--- config.mk ---
export PLATFORM = sky130hd
export DESIGN_NAME = adc_scan_vbus_monitor
export DESIGN_NICKNAME = d
export VERILOG_FILES = /design/src/rtl/edge_comparator.v /design/src/rtl/adc_scan_vbus_monitor.v
export VERILOG_INCLUDE_DIRS = /design/src /design/src/rtl
export SDC_FILE = /design/constraint.sdc
export NUM_CORES = 1
export LEC_CHECK = 0
export BUFFER_PORTS_ARGS = -buffer_cell sky130_fd_sc_hd__buf_4
export CAP_MARGIN = 10
export CORE_UTILIZATION = 53
export DETAILED_ROUTE_END_ITERATION = 7
export PLACE_DENSITY_LB_ADDON = 0.15
export SYNTH_ARGS = -nofsm -noshare
export SYNTH_HDL_FRONTEND = slang
export SYNTH_SLANG_ARGS = --single-unit
--- constraint.sdc ---
create_clock -name mclk -period 2.4 [get_ports mclk]
set_clock_uncertainty 0.05 [all_clocks]
set_input_delay 0.48 -clock mclk [delete_from_list [all_inputs] [get_ports mclk]]
set_output_delay 0.48 -clock mclk [all_outputs]
set_load 0.01 [all_outputs]
--- src/rtl/adc_scan_defs.vh ---
/*
 header of constants for the converter scan and bus supply monitor.
 assumes a 100 MHz mclk; included by its bare name.
*/
`ifndef ADC_SCAN_DEFS_VH
`define ADC_SCAN_DEFS_VH

`define CLK_HZ 100000000
// trigger rate in millihertz: 4.854 kHz
`define TRIG_MHZ 4854000
// cycles per trigger: clock over rate, rounded down
`define TRIG_CYC ((`CLK_HZ * 64'd1000) / `TRIG_MHZ)
`define RES_W 10
`define NUM_CH 3
// scan slots: jack one, bus supply, jack two
`define SLOT_JACK1 2'h0
`define SLOT_VBUS 2'h1
`define SLOT_JACK2 2'h2
// mux selects of the analogue front end
`define MUX_CH0 4'h0
`define MUX_CH9 4'h9
`define MUX_CH11 4'hB
`define JACK_5V_CODE 10'd206
`define JACK_0V_CODE 10'd989
`define VBUS_FULL_CODE 10'd1023
`define VBUS_5V_CODE 10'd775
`define SHORT_CODE 10'h22E
`define RECOVER_CODE 10'h26C
`define SHORT_MS 100
`define RECOVER_MS 1000
`define SHORT_CYC (`SHORT_MS * (`CLK_HZ / 1000))
`define RECOVER_CYC (`RECOVER_MS * (`CLK_HZ / 1000))

`endif

--- src/rtl/edge_comparator.v ---
/*
 one comparator channel: inverted-sense output status and a falling-pin
 edge pulse. assumes the comparator result is synchronous to mclk.
*/
`timescale 1ns/10ps
module edge_comparator (
  input wire mclk,
  input wire rst_b,
  input wire pin_above_ref,
  output reg comparator_output_bit,
  output reg edge_irq
);
  reg pin_q;

  always @(posedge mclk) begin
    if (!rst_b) begin
      pin_q <= 1'b1;
      comparator_output_bit <= 1'b0;
      edge_irq <= 1'b0;
    end else begin
      pin_q <= pin_above_ref;
      // invert to undo the inverting jack buffer
      comparator_output_bit <= ~pin_above_ref;
      // falling pin edge only; the status recheck drops the other edge
      edge_irq <= pin_q & ~pin_above_ref;
    end
  end
endmodule // edge_comparator

--- src/rtl/adc_scan_vbus_monitor.v ---
/*
 converter scan sequencer, result holding, bus supply short monitor and
 jack comparators. assumes one shared converter outside: conv_start
 begins a conversion of the channel on adc_mux, conv_done pulses once
 with conv_data valid. all inputs synchronous to mclk.
*/
// Contract
// - one shared converter gives unsigned ten-bit results for all channels.
// - the sequencer steps the channel list, buffers results, interrupts when full.
// - the list order is jack one, bus supply, then jack two, repeating.
// - a timer triggers at 4.854 kHz and each trigger converts the next channel.
// - each channel and the results interrupt run at a third of that rate.
// - on each results interrupt the three results go to holding values.
// - jack codes are inverted, 206 at five volts and 989 at zero volts.
// - bus supply maps code zero to 1023 linearly, five volts reads 775.
// - a short is declared after every bus reading stays at or below 558 for 100 ms.
// - after a short all else halts until 620 or more holds 1000 ms, then reset; here only results stop, conversions keep running.
// - comparators run all the time alongside the scan and raise interrupts.
// - jack one feeds comparator three and comparator two is unused.
// - jack two feeds comparator one.
// - comparators invert so their output follows the jack voltage.
// - comparator interrupts fire on pin falling edges, checked by status.
// - each comparator output is readable as a status bit.
`timescale 1ns/10ps
`include "adc_scan_defs.vh"
module adc_scan_vbus_monitor #(
  parameter TRIG_CYCLES = `TRIG_CYC,
  parameter SHORT_CYCLES = `SHORT_CYC,
  parameter RECOVER_CYCLES = `RECOVER_CYC
) (
  input wire mclk,
  input wire rst_b,
  output reg conv_start,
  output reg [3:0] adc_mux,
  input wire conv_done,
  input wire [9:0] conv_data,
  input wire cmp1_pin_above_ref,
  input wire cmp3_pin_above_ref,
  output reg [9:0] jack_one_result,
  output reg [9:0] jack_two_result,
  output reg [9:0] bus_supply_result,
  output reg results_irq,
  output wire jack_one_status,
  output wire jack_two_status,
  output wire jack_one_irq,
  output wire jack_two_irq,
  output reg short_halt,
  output reg self_reset_req
);
  localparam ST_RUN = 2'h0;
  localparam ST_HALT = 2'h1;
  localparam ST_RESET = 2'h2;

  reg [31:0] trig_cnt_q;
  reg [1:0] slot_q;
  reg busy_q;
  // jack two goes straight to its holding value, so two words suffice
  reg [9:0] buf_q [0:1];
  reg vbus_low_q;
  reg vbus_good_q;
  reg [31:0] qual_cnt_q;
  reg [1:0] state_q;
  wire trig;
  wire is_short;
  wire is_ok;
  wire vbus_done;
  wire conv_accept;
  wire start_ok;
  wire scan_wrap;
  wire scan_run;

  assign trig = (trig_cnt_q == TRIG_CYCLES - 1);
  assign conv_accept = conv_done && busy_q;
  assign start_ok = trig && !busy_q && (state_q != ST_RESET);
  assign scan_wrap = conv_accept && (slot_q == `SLOT_JACK2);
  assign scan_run = (state_q == ST_RUN);
  assign vbus_done = conv_accept && (slot_q == `SLOT_VBUS);
  assign is_short = conv_data <= `SHORT_CODE;
  assign is_ok = conv_data >= `RECOVER_CODE;

  // trigger timer keeps counting; halting only masks result updates
  always @(posedge mclk) begin
    if (!rst_b || trig) begin
      trig_cnt_q <= 32'h0;
    end else begin
      trig_cnt_q <= trig_cnt_q + 32'h1;
    end
  end

  // conversion start: one pulse per trigger, skipped while one is pending or once self reset is requested;
  // the bus slot keeps running in halt so recovery can be seen
  always @(posedge mclk) begin
    if (!rst_b) begin
      conv_start <= 1'b0;
      busy_q <= 1'b0;
    end else begin
      conv_start <= start_ok;
      if (start_ok) begin
        busy_q <= 1'b1;
      end else if (conv_accept) begin
        busy_q <= 1'b0;
      end
    end
  end

  // channel select follows the slot taken at the start
  always @(posedge mclk) begin
    if (!rst_b) begin
      adc_mux <= `MUX_CH0;
    end else if (start_ok) begin
      case (slot_q)
        `SLOT_JACK1: adc_mux <= `MUX_CH0;
        `SLOT_VBUS: adc_mux <= `MUX_CH9;
        `SLOT_JACK2: adc_mux <= `MUX_CH11;
        default: adc_mux <= `MUX_CH0;
      endcase
    end
  end

  // slot pointer moves on each accepted result, wraps after jack two
  always @(posedge mclk) begin
    if (!rst_b) begin
      slot_q <= `SLOT_JACK1;
    end else if (scan_wrap) begin
      slot_q <= `SLOT_JACK1;
    end else if (conv_accept) begin
      slot_q <= slot_q + 2'h1;
    end
  end

  always @(posedge mclk) begin
    if (!rst_b) begin
      buf_q[0] <= 10'h0;
      buf_q[1] <= 10'h0;
    end else if (conv_accept && !scan_wrap) begin
      buf_q[slot_q[0]] <= conv_data;
    end
  end

  // results frozen while halted; raw codes kept, jacks inverted and
  // bus linear so scaling is left to whoever reads them
  always @(posedge mclk) begin
    if (!rst_b) begin
      results_irq <= 1'b0;
      jack_one_result <= 10'h0;
      jack_two_result <= 10'h0;
      bus_supply_result <= 10'h0;
    end else begin
      // buffer full once per three triggers
      results_irq <= scan_wrap && scan_run;
      if (scan_wrap && scan_run) begin
        jack_one_result <= buf_q[0];
        bus_supply_result <= buf_q[1];
        jack_two_result <= conv_data;
      end
    end
  end

  // side of the latest bus reading; a span only counts from the first
  // reading on the new side, so it is never shorter than asked
  always @(posedge mclk) begin
    if (!rst_b) begin
      vbus_low_q <= 1'b0;
      vbus_good_q <= 1'b0;
    end else if (vbus_done) begin
      vbus_low_q <= is_short;
      vbus_good_q <= is_ok;
    end
  end

  // short monitor: qualifying counter restarts on any opposing reading
  always @(posedge mclk) begin
    if (!rst_b) begin
      state_q <= ST_RUN;
      qual_cnt_q <= 32'h0;
      short_halt <= 1'b0;
      self_reset_req <= 1'b0;
    end else begin
      case (state_q)
        ST_RUN: begin
          if (vbus_done && !is_short) begin
            qual_cnt_q <= 32'h0;
          end else if (vbus_low_q && qual_cnt_q >= SHORT_CYCLES - 1) begin
            qual_cnt_q <= 32'h0;
            state_q <= ST_HALT;
            short_halt <= 1'b1;
          end else if (vbus_low_q) begin
            qual_cnt_q <= qual_cnt_q + 32'h1;
          end else begin
            qual_cnt_q <= 32'h0;
          end
        end
        ST_HALT: begin
          if (vbus_done && !is_ok) begin
            qual_cnt_q <= 32'h0;
          end else if (vbus_good_q && qual_cnt_q >= RECOVER_CYCLES - 1) begin
            state_q <= ST_RESET;
            self_reset_req <= 1'b1;
          end else if (vbus_good_q) begin
            qual_cnt_q <= qual_cnt_q + 32'h1;
          end else begin
            qual_cnt_q <= 32'h0;
          end
        end
        ST_RESET: begin
          self_reset_req <= 1'b1;
        end
        default: begin
          state_q <= ST_RUN;
        end
      endcase
    end
  end

  // comparators run regardless of scan state
  edge_comparator u_cmp3 (
    .mclk(mclk),
    .rst_b(rst_b),
    .pin_above_ref(cmp3_pin_above_ref),
    .comparator_output_bit(jack_one_status),
    .edge_irq(jack_one_irq)
  );

  edge_comparator u_cmp1 (
    .mclk(mclk),
    .rst_b(rst_b),
    .pin_above_ref(cmp1_pin_above_ref),
    .comparator_output_bit(jack_two_status),
    .edge_irq(jack_two_irq)
  );
endmodule // adc_scan_vbus_monitor

=== Word-level counts from Yosys, hierarchy flattened ===
Memory sizes are Yosys's and may differ from the RTL's. A register that Yosys moved wholly into a read port is not among the register bits.
Cells that the tools add are included.

* Memories: 1
* Memory bits (read-only): 0
* Memory bits (writable): 20
* Bits in registers: 95
* Bits of input ports: 15
* Output and inout bits: 42
* Bits in latches: 0
* Logic and storage cells: 99

* Equal/unequal tests: 11
* Div/mod/pow operators: 0
* $mul: 0
* Muxes and demuxes: 25
* Bitwise logic cells: 7
* $lt $le $gt $ge: 4
* Reductions and logical operators: 29
* Add/subtract/negate cells: 3
* Shifts and indexed selects: 0

{| class="wikitable"
|+ Memory list
! name !! depth !! width !! read ports !! clocked after memory_dff !! write ports !! line !! RTL
|-
| buf_q || 2 || 10 || 2 || 2 || 2 || adc_scan_vbus_monitor.v:58 || <nowiki>reg [9:0] buf_q [0:1];</nowiki>
|}

{| class="wikitable"
|+ Operators by type and width
! kind !! count
|-
| $mux W32 || 6
|-
| $add A32 B1 Y32 const B || 2
|-
| $pmux W32 S2 || 1
|-
| $eq A32 B15 Y1 const B || 1
|-
| $ge A32 B24 Y1 const B || 1
|-
| $ge A32 B27 Y1 const B || 1
|-
| $logic_and A1 B1 Y1 || 11
|-
| $ge A10 B10 Y1 const B || 1
|-
| $le A10 B10 Y1 const B || 1
|-
| $mux W1 || 10
|-
| $mux W10 || 1
|-
| $reduce_or A10 Y1 || 1
|-
| $mux W2 || 4
|-
| $ne A2 B2 Y1 const B || 4
|-
| $pmux W4 S2 || 1
|-
| $logic_not A1 Y1 || 7
|-
| $pmux W2 S3 || 1
|-
| $reduce_and A3 Y1 || 2
|-
| $reduce_bool A2 Y1 || 3
|-
| $not A1 Y1 || 5
|-
| $reduce_and A5 Y1 || 1
|-
| $eq A2 B1 Y1 const B || 2
|-
| $eq A2 B2 Y1 const B || 2
|-
| $ne A3 B3 Y1 const B || 1
|-
| 8 further kinds || 9
|}

=== Depth between registers and ports, before layout ===
Gate-level depths: netlist of run 1.

* Depth after elaboration: 9
* Mapped depth: 9
* Gate-level depth less buffers: 8

=== Cells and area by module ===
Synthesis of run 1 repeated with hierarchy kept, for this count alone.

* Cells, all modules: 670
* Area total of the unflattened synthesis: 5,919.4 µm²

{| class="wikitable"
|+ By module, submodules not included
! module !! seq. area each (µm²) !! area each (µm²) !! cells each !! instances
|-
| adc_scan_vbus_monitor || 2,742.6 || 5,749.3 || 658 || 1
|-
| edge_comparator || 60.1 || 85.1 || 6 || 2
|}

=== Worst setup path after synthesis of run 1 ===
OpenSTA, ideal clock, no wires.

* Path kind: input-to-reg
* Start: in rst_b
* End: mem buf_q[0][0], enable pin
* Path buffers: 1
* Required time: 1,959 ps
* Setup slack: -26 ps
* Cell stages on the path: 4
* Arrival time: 1,985 ps
* Path through: clkbuf_1 > inv_1 > or3_1 > o21ai_0

{| class="wikitable"
|+ RTL lines
! element !! line !! RTL
|-
| from (decl) || adc_scan_vbus_monitor.v:32 || <nowiki>input wire rst_b,</nowiki>
|-
| to (decl) || adc_scan_vbus_monitor.v:58 ||
|}

=== Worst setup path after layout of run 1 ===
* Start: reg qual_cnt_q[0]
* End: reg qual_cnt_q[29]

* Longest elaborated chain between the ends: 5
* Elaborated cells between the ends (all ways): 14

{| class="wikitable"
|+ RTL lines
! element !! line !! RTL
|-
| from (decl) || adc_scan_vbus_monitor.v:61 || <nowiki>reg [31:0] qual_cnt_q;</nowiki>
|-
| from (signal assigned) || adc_scan_vbus_monitor.v:188 || <nowiki>qual_cnt_q <= qual_cnt_q + 32'h1;</nowiki>
|-
| from (signal assigned) || adc_scan_vbus_monitor.v:200 || <nowiki>qual_cnt_q <= qual_cnt_q + 32'h1;</nowiki>
|-
| $add A32 B1 Y32 or $ge A32 B24 Y1 (tied branches) || adc_scan_vbus_monitor.v:188, adc_scan_vbus_monitor.v:200, adc_scan_vbus_monitor.v:183 ||
|-
| $mux W32, or another cell as far along || adc_scan_vbus_monitor.v:199 || <nowiki>end else if (vbus_good_q) begin</nowiki>
|-
| $mux W32, on equally long branches || adc_scan_vbus_monitor.v:196, adc_scan_vbus_monitor.v:183 ||
|-
| $mux W32, on equally long branches || adc_scan_vbus_monitor.v:194, adc_scan_vbus_monitor.v:181 ||
|-
| $pmux W32 S2 || adc_scan_vbus_monitor.v:179 || <nowiki>case (state_q)</nowiki>
|}

Several ways; a longest one is shown, not always the timed one. The select of a mux whose other input is x is not followed.
A chain may end at the register's enable or synchronous reset.

==> summary.md, run 1 <==
| Metric | Value |
|---|---|
| Run status | finished, final reports clean |
| Final setup violation count | 0 |
| Total Die Area | 11800 um^2 |
| Total of fill cells in the finished design | 870 |
| Final core occ | 68.9% |
| Share of the clock period used by the worst path | 96.2% |
| Total Routed Length | 14600 um |
| Post-synth EDFFs | 20 |
| Critical Path Start Type | flop |
| Placeable Area | 10900 um^2 |
| Most frequent standard cell in the layout excluding fill and tap cells | sky130_fd_sc_hd__dfxtp_1 |
| Half-perimeter wire length of the detailed placement result | 9790 um |
| Setup slack after layout | 0.0918 ns |
| #FFs+latches synth | 133 |
| Multi-input logic area | 2970 um^2 |
| Remaining DRCs | 0 |
| Final critical path time including I/O delays and setup | 2.31 ns |
| Initial cell density of the core | 55.0% |
| TritonCTS buffer count | 17 |
| GP Congestion | 0.865 |
| Area Overhead vs Synth | 25.2% |
| Power density over the cells | 696 nW/um^2 |
| FF-to-FF Start | qual_cnt_q[0]$_SDFFE_PN0P_ |
| Start point of the critical path | qual_cnt_q[0]$_SDFFE_PN0P_ |
| Cell row count | 38 |
| Overall fraction of global-route tracks in use | 25.6% |
| Async S/R FF share, synth | 0% |
| Mean routed wirelength per cell | 15.9 um |
| Worst-margin pin slew | 0.540 ns |
| Slew Limit Headroom | 63.9% |
| Post-route ant nets | 0 |
| Syn. warnings | 0 |
| Part of the Yosys area used for sequential elements | 47.6% |
| First-pass GRT wire length | 23300 um |
| Worst-skew pair later-pin latency | 0.42 ns |
| Top fanout value on the critical path | 20 |
| Instance area after placement | 6800 um^2 |
| Maximum frequency from static timing analysis | 433 MHz |
| Ratio of cells with drive above 1 in the final layout | 19.9% |
| Peak VDD IR | 0.589 mV |
| I/O pin total | 57 |
| Total iterations of the first detailed-routing run | 5 |
| Type of element capturing the critical path | flop |
| Total via count in the routed design | 5355 |
| Worst Path Arrival | 2.61 ns |
| Maximum number of pins on one net before global-route repair | 36 |
| Count of different cell masters after synthesis | 67 |
| Die outline width | 109 um |
| Clock tree root driver cell | sky130_fd_sc_hd__clkbuf_16 |
| Die span in y | 109 um |
| Most utilized layer in the global route result | met2 |
| Met1 capacity usage during global routing | 31.2% |
| Storage cell area | 2860 um^2 |
| Met3 global-route usage | 6.03% |
| Per-instance average area after synthesis | 8.76 um^2 |
| Clock transition at the registers of the reported paths | 0.06 ns |
| Power consumption | 5.24 mW |
| Synth Net Count | 707 |
| Commonest cells after routing, fill and taps aside | sky130_fd_sc_hd__dfxtp_1 (113), sky130_fd_sc_hd__buf_4 (93), sky130_fd_sc_hd__nand2_1 (90), sky130_fd_sc_hd__nor2_1 (76), sky130_fd_sc_hd__a21oi_1 (52) |
| Number of nets in the layout | 785 |
| Quantity of I/O buffers inserted on ports | 55 |
| Startpoint of the most critical hold path | cmp3_pin_above_ref |
| Via count of the first global-routing pass | 5026 |
| Number of DRC violations after detailed-routing iteration 0 | 403 |
| Netlist Area Pre-Place | 6020 um^2 |
| Sink Count | 133 |
| Gr ovfl total | 0 |
| Pins over their slew limit | 0 |
| Avg Vias per Cell | 5.83 |
| Clock tree buffer depth | 2 |
| Global routing met2 resource utilization | 42.9% |
| Crit path required time | 2.70 ns |
| LEAKAGE | 2.66 nW |
| Dominant register cell in the synthesized netlist | sky130_fd_sc_hd__dfxtp_1 |
| CTS H-tree depth | 4 |
| Final standard cell area without fillers | 7530 um^2 |
| Clock tree from TritonCTS | built |
| Startpoint-to-endpoint class of the critical path | flop to flop |
| Total of hold buffers inserted after clock tree synthesis | 0 |
| Number of standard cells after synthesis | 687 |
| Number of max-cap violations | 0 |
| Path type of the worst min-delay path | input pin to flop |
| Antenna violations before repair | 0 |
| Setup slack after placement | -0.0736 ns |
| Antenna diode count | 0 |
| Final count of hold timing violations | 0 |
-- sequential cells by signal, summed over array words and instances, names as in the netlist, 10 cells and up --
register	cells
qual_cnt_q	32
trig_cnt_q	32
buf_q	20
bus_supply_result	10
jack_one_result	10
jack_two_result	10
-- worst paths after layout --
| path | slack (ns) | cells past startpoint | end |
|---|---|---|---|
| max | 0.09 | 9 | qual_cnt_q[29]$_SDFFE_PN0P_ |
| min | 0.18 | 2 | u_cmp3.comparator_output_bit$_SDFF_PN0_ |
| max reg2reg | 0.09 | 9 | qual_cnt_q[29]$_SDFFE_PN0P_ |
| min reg2reg | 0.38 | 1 | u_cmp1.edge_irq$_SDFF_PN0_ |
-- per-layer routing --
| metal | part of all wire [%] | vias up | wire length, um |
|---|---|---|---|
| li1 | - | 2610 | - |
| met1 | 43 | 2553 | 6350 |
| met2 | 49 | 169 | 7190 |
| met3 | 5.1 | 23 | 740 |
| met4 | 2.2 | 0 | 316 |
| met5 | 0 | - | 0 |
-- power by group --
| part | switching, mW | internal (mW) |
|---|---|---|
| clock network | 0.955 | 1.87 |
| registers | 0.0103 | 2.28 |
| logic | 0.0756 | 0.0469 |
-- synthesized netlist by cell type (all sizes together) (3+ instances only) --
| cell type | count | area (um^2) |
|---|---|---|
| nor2 | 79 | 297 |
| nand4b | 5 | 43.8 |
| o21ai | 14 | 73.8 |
| inv | 22 | 82.6 |
| xnor2 | 15 | 131 |
| mux2i | 6 | 60.1 |
| nor4 | 14 | 121 |
| and2 | 24 | 150 |
| o41ai | 4 | 35.0 |
| a21oi | 52 | 260 |
| a31oi | 7 | 43.8 |
| o21a | 3 | 22.5 |
| or3 | 13 | 81.3 |
| a211oi | 3 | 22.5 |
| nor3b | 4 | 35.0 |
| nand2 | 91 | 344 |
| dfxtp | 113 | 2260 |
| nand4 | 30 | 188 |
| o31ai | 3 | 22.5 |
| clkbuf | 24 | 91.3 |
| o211ai | 22 | 165 |
| ha | 5 | 62.6 |
| edfxtp | 20 | 601 |
| and3 | 9 | 56.3 |
| nor4b | 5 | 43.8 |
| nand3 | 26 | 135 |
| or4 | 8 | 63.8 |
| xor2 | 12 | 105 |
| buf | 14 | 82.6 |
| nor3 | 12 | 60.1 |
-- logic make-up after synthesis --
group	count (synthesis)	share of synthesized area [%]
compound gates	127	14.2
xor+xnor	27	3.93
fa+ha+maj	5	1.04
buf+inv	60	4.26
flops	133	47.6
mux	6	0.998
other cells	1	0.0623
simple gates	328	27.9
-- cell type report --
| type | instances | area share [%] |
|---|---|---|
| clock inverters | 10 | 1.83 |
| inverters | 22 | 1.10 |
| flip-flops and latches | 133 | 38.0 |
| well taps | 140 | 2.33 |
| clock buffers | 22 | 7.01 |
| multi-input cells | 494 | 39.4 |
| repair buffers | 97 | 10.3 |
-- critical path, stage by stage (launching register included) --
cell                       delay (ns)
sky130_fd_sc_hd__dfxtp_1         0.31
sky130_fd_sc_hd__ha_2            0.19
sky130_fd_sc_hd__buf_4           0.13
sky130_fd_sc_hd__and3_2          0.25
sky130_fd_sc_hd__nand3_2         0.12
sky130_fd_sc_hd__a311o_1         0.29
sky130_fd_sc_hd__a21boi_4        0.10
sky130_fd_sc_hd__buf_12          0.17
sky130_fd_sc_hd__or4_1           0.50
sky130_fd_sc_hd__a21oi_1         0.13
-- repair_timing --
| item | in CTS | in global routing |
|---|---|---|
| hold endpoints to repair | 0 | 0 |
| buffers inserted | 0 | 0 |
| pin swaps | 0 | 2 |
| resized for setup | 1 | 12 |
| setup endpoints to repair | 2 | 27 |
-- metrics by stage --
stage / setup TNS, ns / cells / hold WS [ns]
2_1_floorplan: -0.516 / 687 / 0.356
3_3_place_gp: 0 / 886 / 0.360
3_5_place_dp: -0.339 / 886 / 0.365
4_1_cts: 0 / 918 / 0.167
5_1_grt: -0.00445 / 918 / 0.182
6_report: 0 / 918 / 0.176
Power figures use the tool's default switching activity.
==> run 2: changes to the inputs <==
--- a/config.mk
+++ b/config.mk
@@ -11,6 +11,8 @@
 export CORE_UTILIZATION = 53
 export DETAILED_ROUTE_END_ITERATION = 7
 export PLACE_DENSITY_LB_ADDON = 0.15
+export SLEW_MARGIN = 20
 export SYNTH_ARGS = -nofsm -noshare
 export SYNTH_HDL_FRONTEND = slang
+export SYNTH_HIERARCHICAL = 1
 export SYNTH_SLANG_ARGS = --single-unit
==> summary.md, run 2 <==
| Metric | Value |
|---|---|
| Run status | finished, final reports clean |
| Total Routed Length | 13600 um |
| Path depth of the worst reg2reg path | 7 |
| Commonest cells after routing, fill and taps aside | sky130_fd_sc_hd__dfxtp_1 (113), sky130_fd_sc_hd__nand2_1 (90), sky130_fd_sc_hd__buf_4 (81), sky130_fd_sc_hd__nor2_1 (65), sky130_fd_sc_hd__a21oi_1 (54) |
| Clock tree root driver cell | sky130_fd_sc_hd__clkbuf_8 |
| Per-instance average area after synthesis | 8.83 um^2 |
| Slew Limit Headroom | 55.5% |
| Cell Chain, Critical Path | or4_4 > a211o_4 > nor2_4 > buf_4 > o21ai_1 > or4_1 > nand2_1 |
| Total of hold buffers inserted after clock tree synthesis | 0 |
| Maximum number of pins on one net before global-route repair | 44 |
| Clock tree buffer depth | 2 |
| Final setup violation count | 0 |
| Quantity of I/O buffers inserted on ports | 55 |
| Maximum frequency from static timing analysis | 433 MHz |
| Power consumption | 4.79 mW |
| Most numerous cell in the Yosys netlist | sky130_fd_sc_hd__dfxtp_1 |
| Half-perimeter wire length of the detailed placement result | 9700 um |
| Crit path required time | 2.82 ns |
| Placed cell count | 859 |
| CTS H-tree depth | 4 |
| Registers with the most flip-flops | qual_cnt_q x32, trig_cnt_q x32, buf_q x20 |
| Reg-to-reg critical path endpoint | qual_cnt_q[23]$_SDFFE_PN0P_ |
| Pins over their slew limit | 0 |
| Final core occ | 66.1% |
| Relative contribution of sequential cells to total power | 48.0% |
| Placeable Area | 10800 um^2 |
| Antenna violations before repair | 0 |
| Setup slack after layout | 0.0879 ns |
| Netlist Area Pre-Place | 5920 um^2 |
| Final standard cell area without fillers | 7160 um^2 |
| Number of nets in the layout | 761 |
| Delay of the slowest cell on the worst path | 0.56 ns |
| Endpoint of the worst hold-timing path | u_cmp1/pin_q$_SDFF_PN1_ |
| Dominant register cell in the synthesized netlist | sky130_fd_sc_hd__dfxtp_1 |
| Worst-margin pin slew | 0.667 ns |
| Total via count in the routed design | 5048 |
| Remaining DRCs | 0 |
| Count of different cell masters after synthesis | 63 |
| Clock transition at the registers of the reported paths | 0.06 ns |
| Ratio of cells with drive above 1 in the final layout | 17.5% |
| Mean routed wirelength per cell | 15.2 um |
| Part of the Yosys area used for sequential elements | 48.4% |
| Slowest stage cell on the critical path | sky130_fd_sc_hd__or4_4 |
| Internal Pwr Total | 3.78 mW |
| Dominant cell type by area after synthesis | sky130_fd_sc_hd__dfxtp_1 |
| Peak VDD IR | 0.434 mV |
| Worst Path Arrival | 2.73 ns |
| List of most frequent post-synthesis cells | sky130_fd_sc_hd__dfxtp_1 (113), sky130_fd_sc_hd__nand2_1 (91), sky130_fd_sc_hd__nor2_1 (65), sky130_fd_sc_hd__a21oi_1 (56), sky130_fd_sc_hd__nand3_1 (31) |
| Gr ovfl total | 0 |
| Flop-to-flop setup slack | 0.09 ns |
| First-pass GRT wire length | 22400 um |
| Critical Path Start Type | flop |
| Syn. warnings | 6 |
| Avg Vias per Cell | 5.65 |
| Reported net switching power | 1.01 mW |
| Share of the clock period used by the worst path | 96.3% |
| Worst hold path cell count | 2 |
| Area Overhead vs Synth | 21.0% |
| Path type of the worst min-delay path | input pin to flop |
| Sink Count | 133 |
| Synth Net Count | 690 |
| Worst-skew pair later-pin latency | 0.53 ns |
| Cell row count | 38 |
| Number of DRC violations after detailed-routing iteration 0 | 341 |
| Setup slack after placement | -0.00264 ns |
| Clock group share of total power | 49.9% |
| Combinational share of power | 2.1% |
| FF-to-FF Start | qual_cnt_q[27]$_SDFFE_PN0P_ |
| Initial cell density of the core | 54.6% |
| Startpoint-to-endpoint class of the critical path | flop to flop |
| Sw frac | 21.1% |
| LEAKAGE | 2.58 nW |
| Final critical path time including I/O delays and setup | 2.31 ns |
| Clock tree from TritonCTS | built |
| Startpoint of the most critical hold path | cmp1_pin_above_ref |
| Most frequent standard cell in the layout excluding fill and tap cells | sky130_fd_sc_hd__dfxtp_1 |
| Post-route ant nets | 0 |
| Area fraction of the dominant cell type after synthesis | 38.2% |
| Die outline width | 108 um |
| Cell types with the largest area share after synthesis | sky130_fd_sc_hd__dfxtp_1 (38%), sky130_fd_sc_hd__edfxtp_1 (10%), sky130_fd_sc_hd__nand2_1 (5.8%), sky130_fd_sc_hd__a21oi_1 (4.7%), sky130_fd_sc_hd__nor2_1 (4.1%) |
| Power density over the cells | 668 nW/um^2 |
| #FFs+latches synth | 133 |
| Async S/R FF share, synth | 0% |
| I/O pin total | 57 |
| Total iterations of the first detailed-routing run | 5 |
| Number of max-cap violations | 0 |
| Total Die Area | 11600 um^2 |
| Fin cells | 894 |
| Instance area after placement | 6570 um^2 |
| Unrepaired setup endpoints after global routing | yes |
| Type of element capturing the critical path | flop |
| Via count of the first global-routing pass | 4758 |
| Top fanout value on the critical path | 4 |
| Overall fraction of global-route tracks in use | 24.9% |
| Post-synth EDFFs | 20 |
| Die span in y | 108 um |
| Number of standard cells after synthesis | 670 |
| Final count of hold timing violations | 0 |
| Antenna diode count | 0 |
| TritonCTS buffer count | 17 |
| GP Congestion | 0.884 |
## run 2: cell count changes in the layout (fill, tap and decap cells not counted), sizes merged, moves of 5 or more
| cell | change |
|---|---|
| nor2 | -13 |
| nand2b | +6 |
| and3 | +6 |
| inv | -6 |
| nand3 | +5 |
| nand4 | -8 |
| a31oi | -6 |
| nor3 | +5 |
| xor2 | +10 |
| buf | -16 |
| a21oi | +5 |
| o211ai | -18 |
## run 2: how the worst max path moves through the flow
stage,from,end,slack [ns],cells past startpoint
6_report,qual_cnt_q[27]$_SDFFE_PN0P_,qual_cnt_q[23]$_SDFFE_PN0P_,0.09,7
5_1_grt,slot_q[0]$_SDFFE_PP0P_,qual_cnt_q[14]$_SDFFE_PN0P_,-0.06,7
4_1_cts,qual_cnt_q[27]$_SDFFE_PN0P_,qual_cnt_q[17]$_SDFFE_PN0P_,0.08,6
3_5_place_dp,conv_data[4],qual_cnt_q[22]$_SDFFE_PN0P_,-0.003,8
3_3_place_gp,conv_data[4],qual_cnt_q[23]$_SDFFE_PN0P_,0.09,8
2_1_floorplan,rst_b,buf_q[0][0]$_SDFFCE_PN0P_,-0.04,4
## run 2: final cells by class
type / count / area [um^2]
Clock buffer: 24 / 470
Clock inverter: 8 / 76.3
Fill cell: 889 / 3680
Inverter: 16 / 60.1
Multi-Input combinational cell: 492 / 2910
Sequential cell: 133 / 2860
Tap cell: 140 / 175
Timing Repair Buffer: 81 / 608
## run 2: cell families (layout without fill, tap and decap cells)
family | Yosys count | after routing | synth area share [%]
and+or+nand+nor | 337 | 337 | 29.7
DFF | 133 | 133 | 48.4
AOI/OAI and AO/OA | 104 | 104 | 11.1
buffers and inverters | 45 | 129 | 2.98
xor gates and xnor gates | 39 | 39 | 5.77
muxes | 6 | 6 | 1.01
adders and majority gates | 5 | 5 | 1.06
other | 1 | 1 | 0.0634
## run 2: power by group through the flow
stage	Sequential, mW	Clock [mW]	Combinational (mW)
2_1_floorplan	2.34	0	0.0485
3_3_place_gp	2.35	0	0.0964
3_5_place_dp	2.35	0	0.100
4_1_cts	2.30	2.42	0.101
5_1_grt	2.30	2.52	0.109
6_report	2.30	2.39	0.0998
## run 2: what timing repair did
| action | 4_1_cts | 5_1_grt |
|---|---|---|
| buffers inserted | 0 | 3 |
| endpoints found under the setup margin | 0 | 28 |
| resized for setup | 0 | 4 |
## run 2: metrics by stage
stage               setup TNS [ns]  hold WS, ns
finish                           0       0.0972
global route                -0.161       0.0847
CTS                              0       0.0824
detailed placement        -0.00264        0.397
global placement                 0        0.394
floorplan                   -0.879        0.381
## run 2: worst max-delay path: cells and delay by family (launching register included)
family	cells	cell delay, ns
buffers and inverters	1	0.13
and+or+nand+nor	4	1.29
AOI/OAI and AO/OA	2	0.47
DFF	1	0.32
## run 2: per-layer routing
| layer | GRT usage [%] | share of wire (%) |
|---|---|---|
| met1 | 31.4 | 46 |
| met2 | 41.3 | 48 |
| met3 | 5.69 | 4.7 |
| met4 | 9.69 | 1.8 |
| met5 | 0 | 0 |
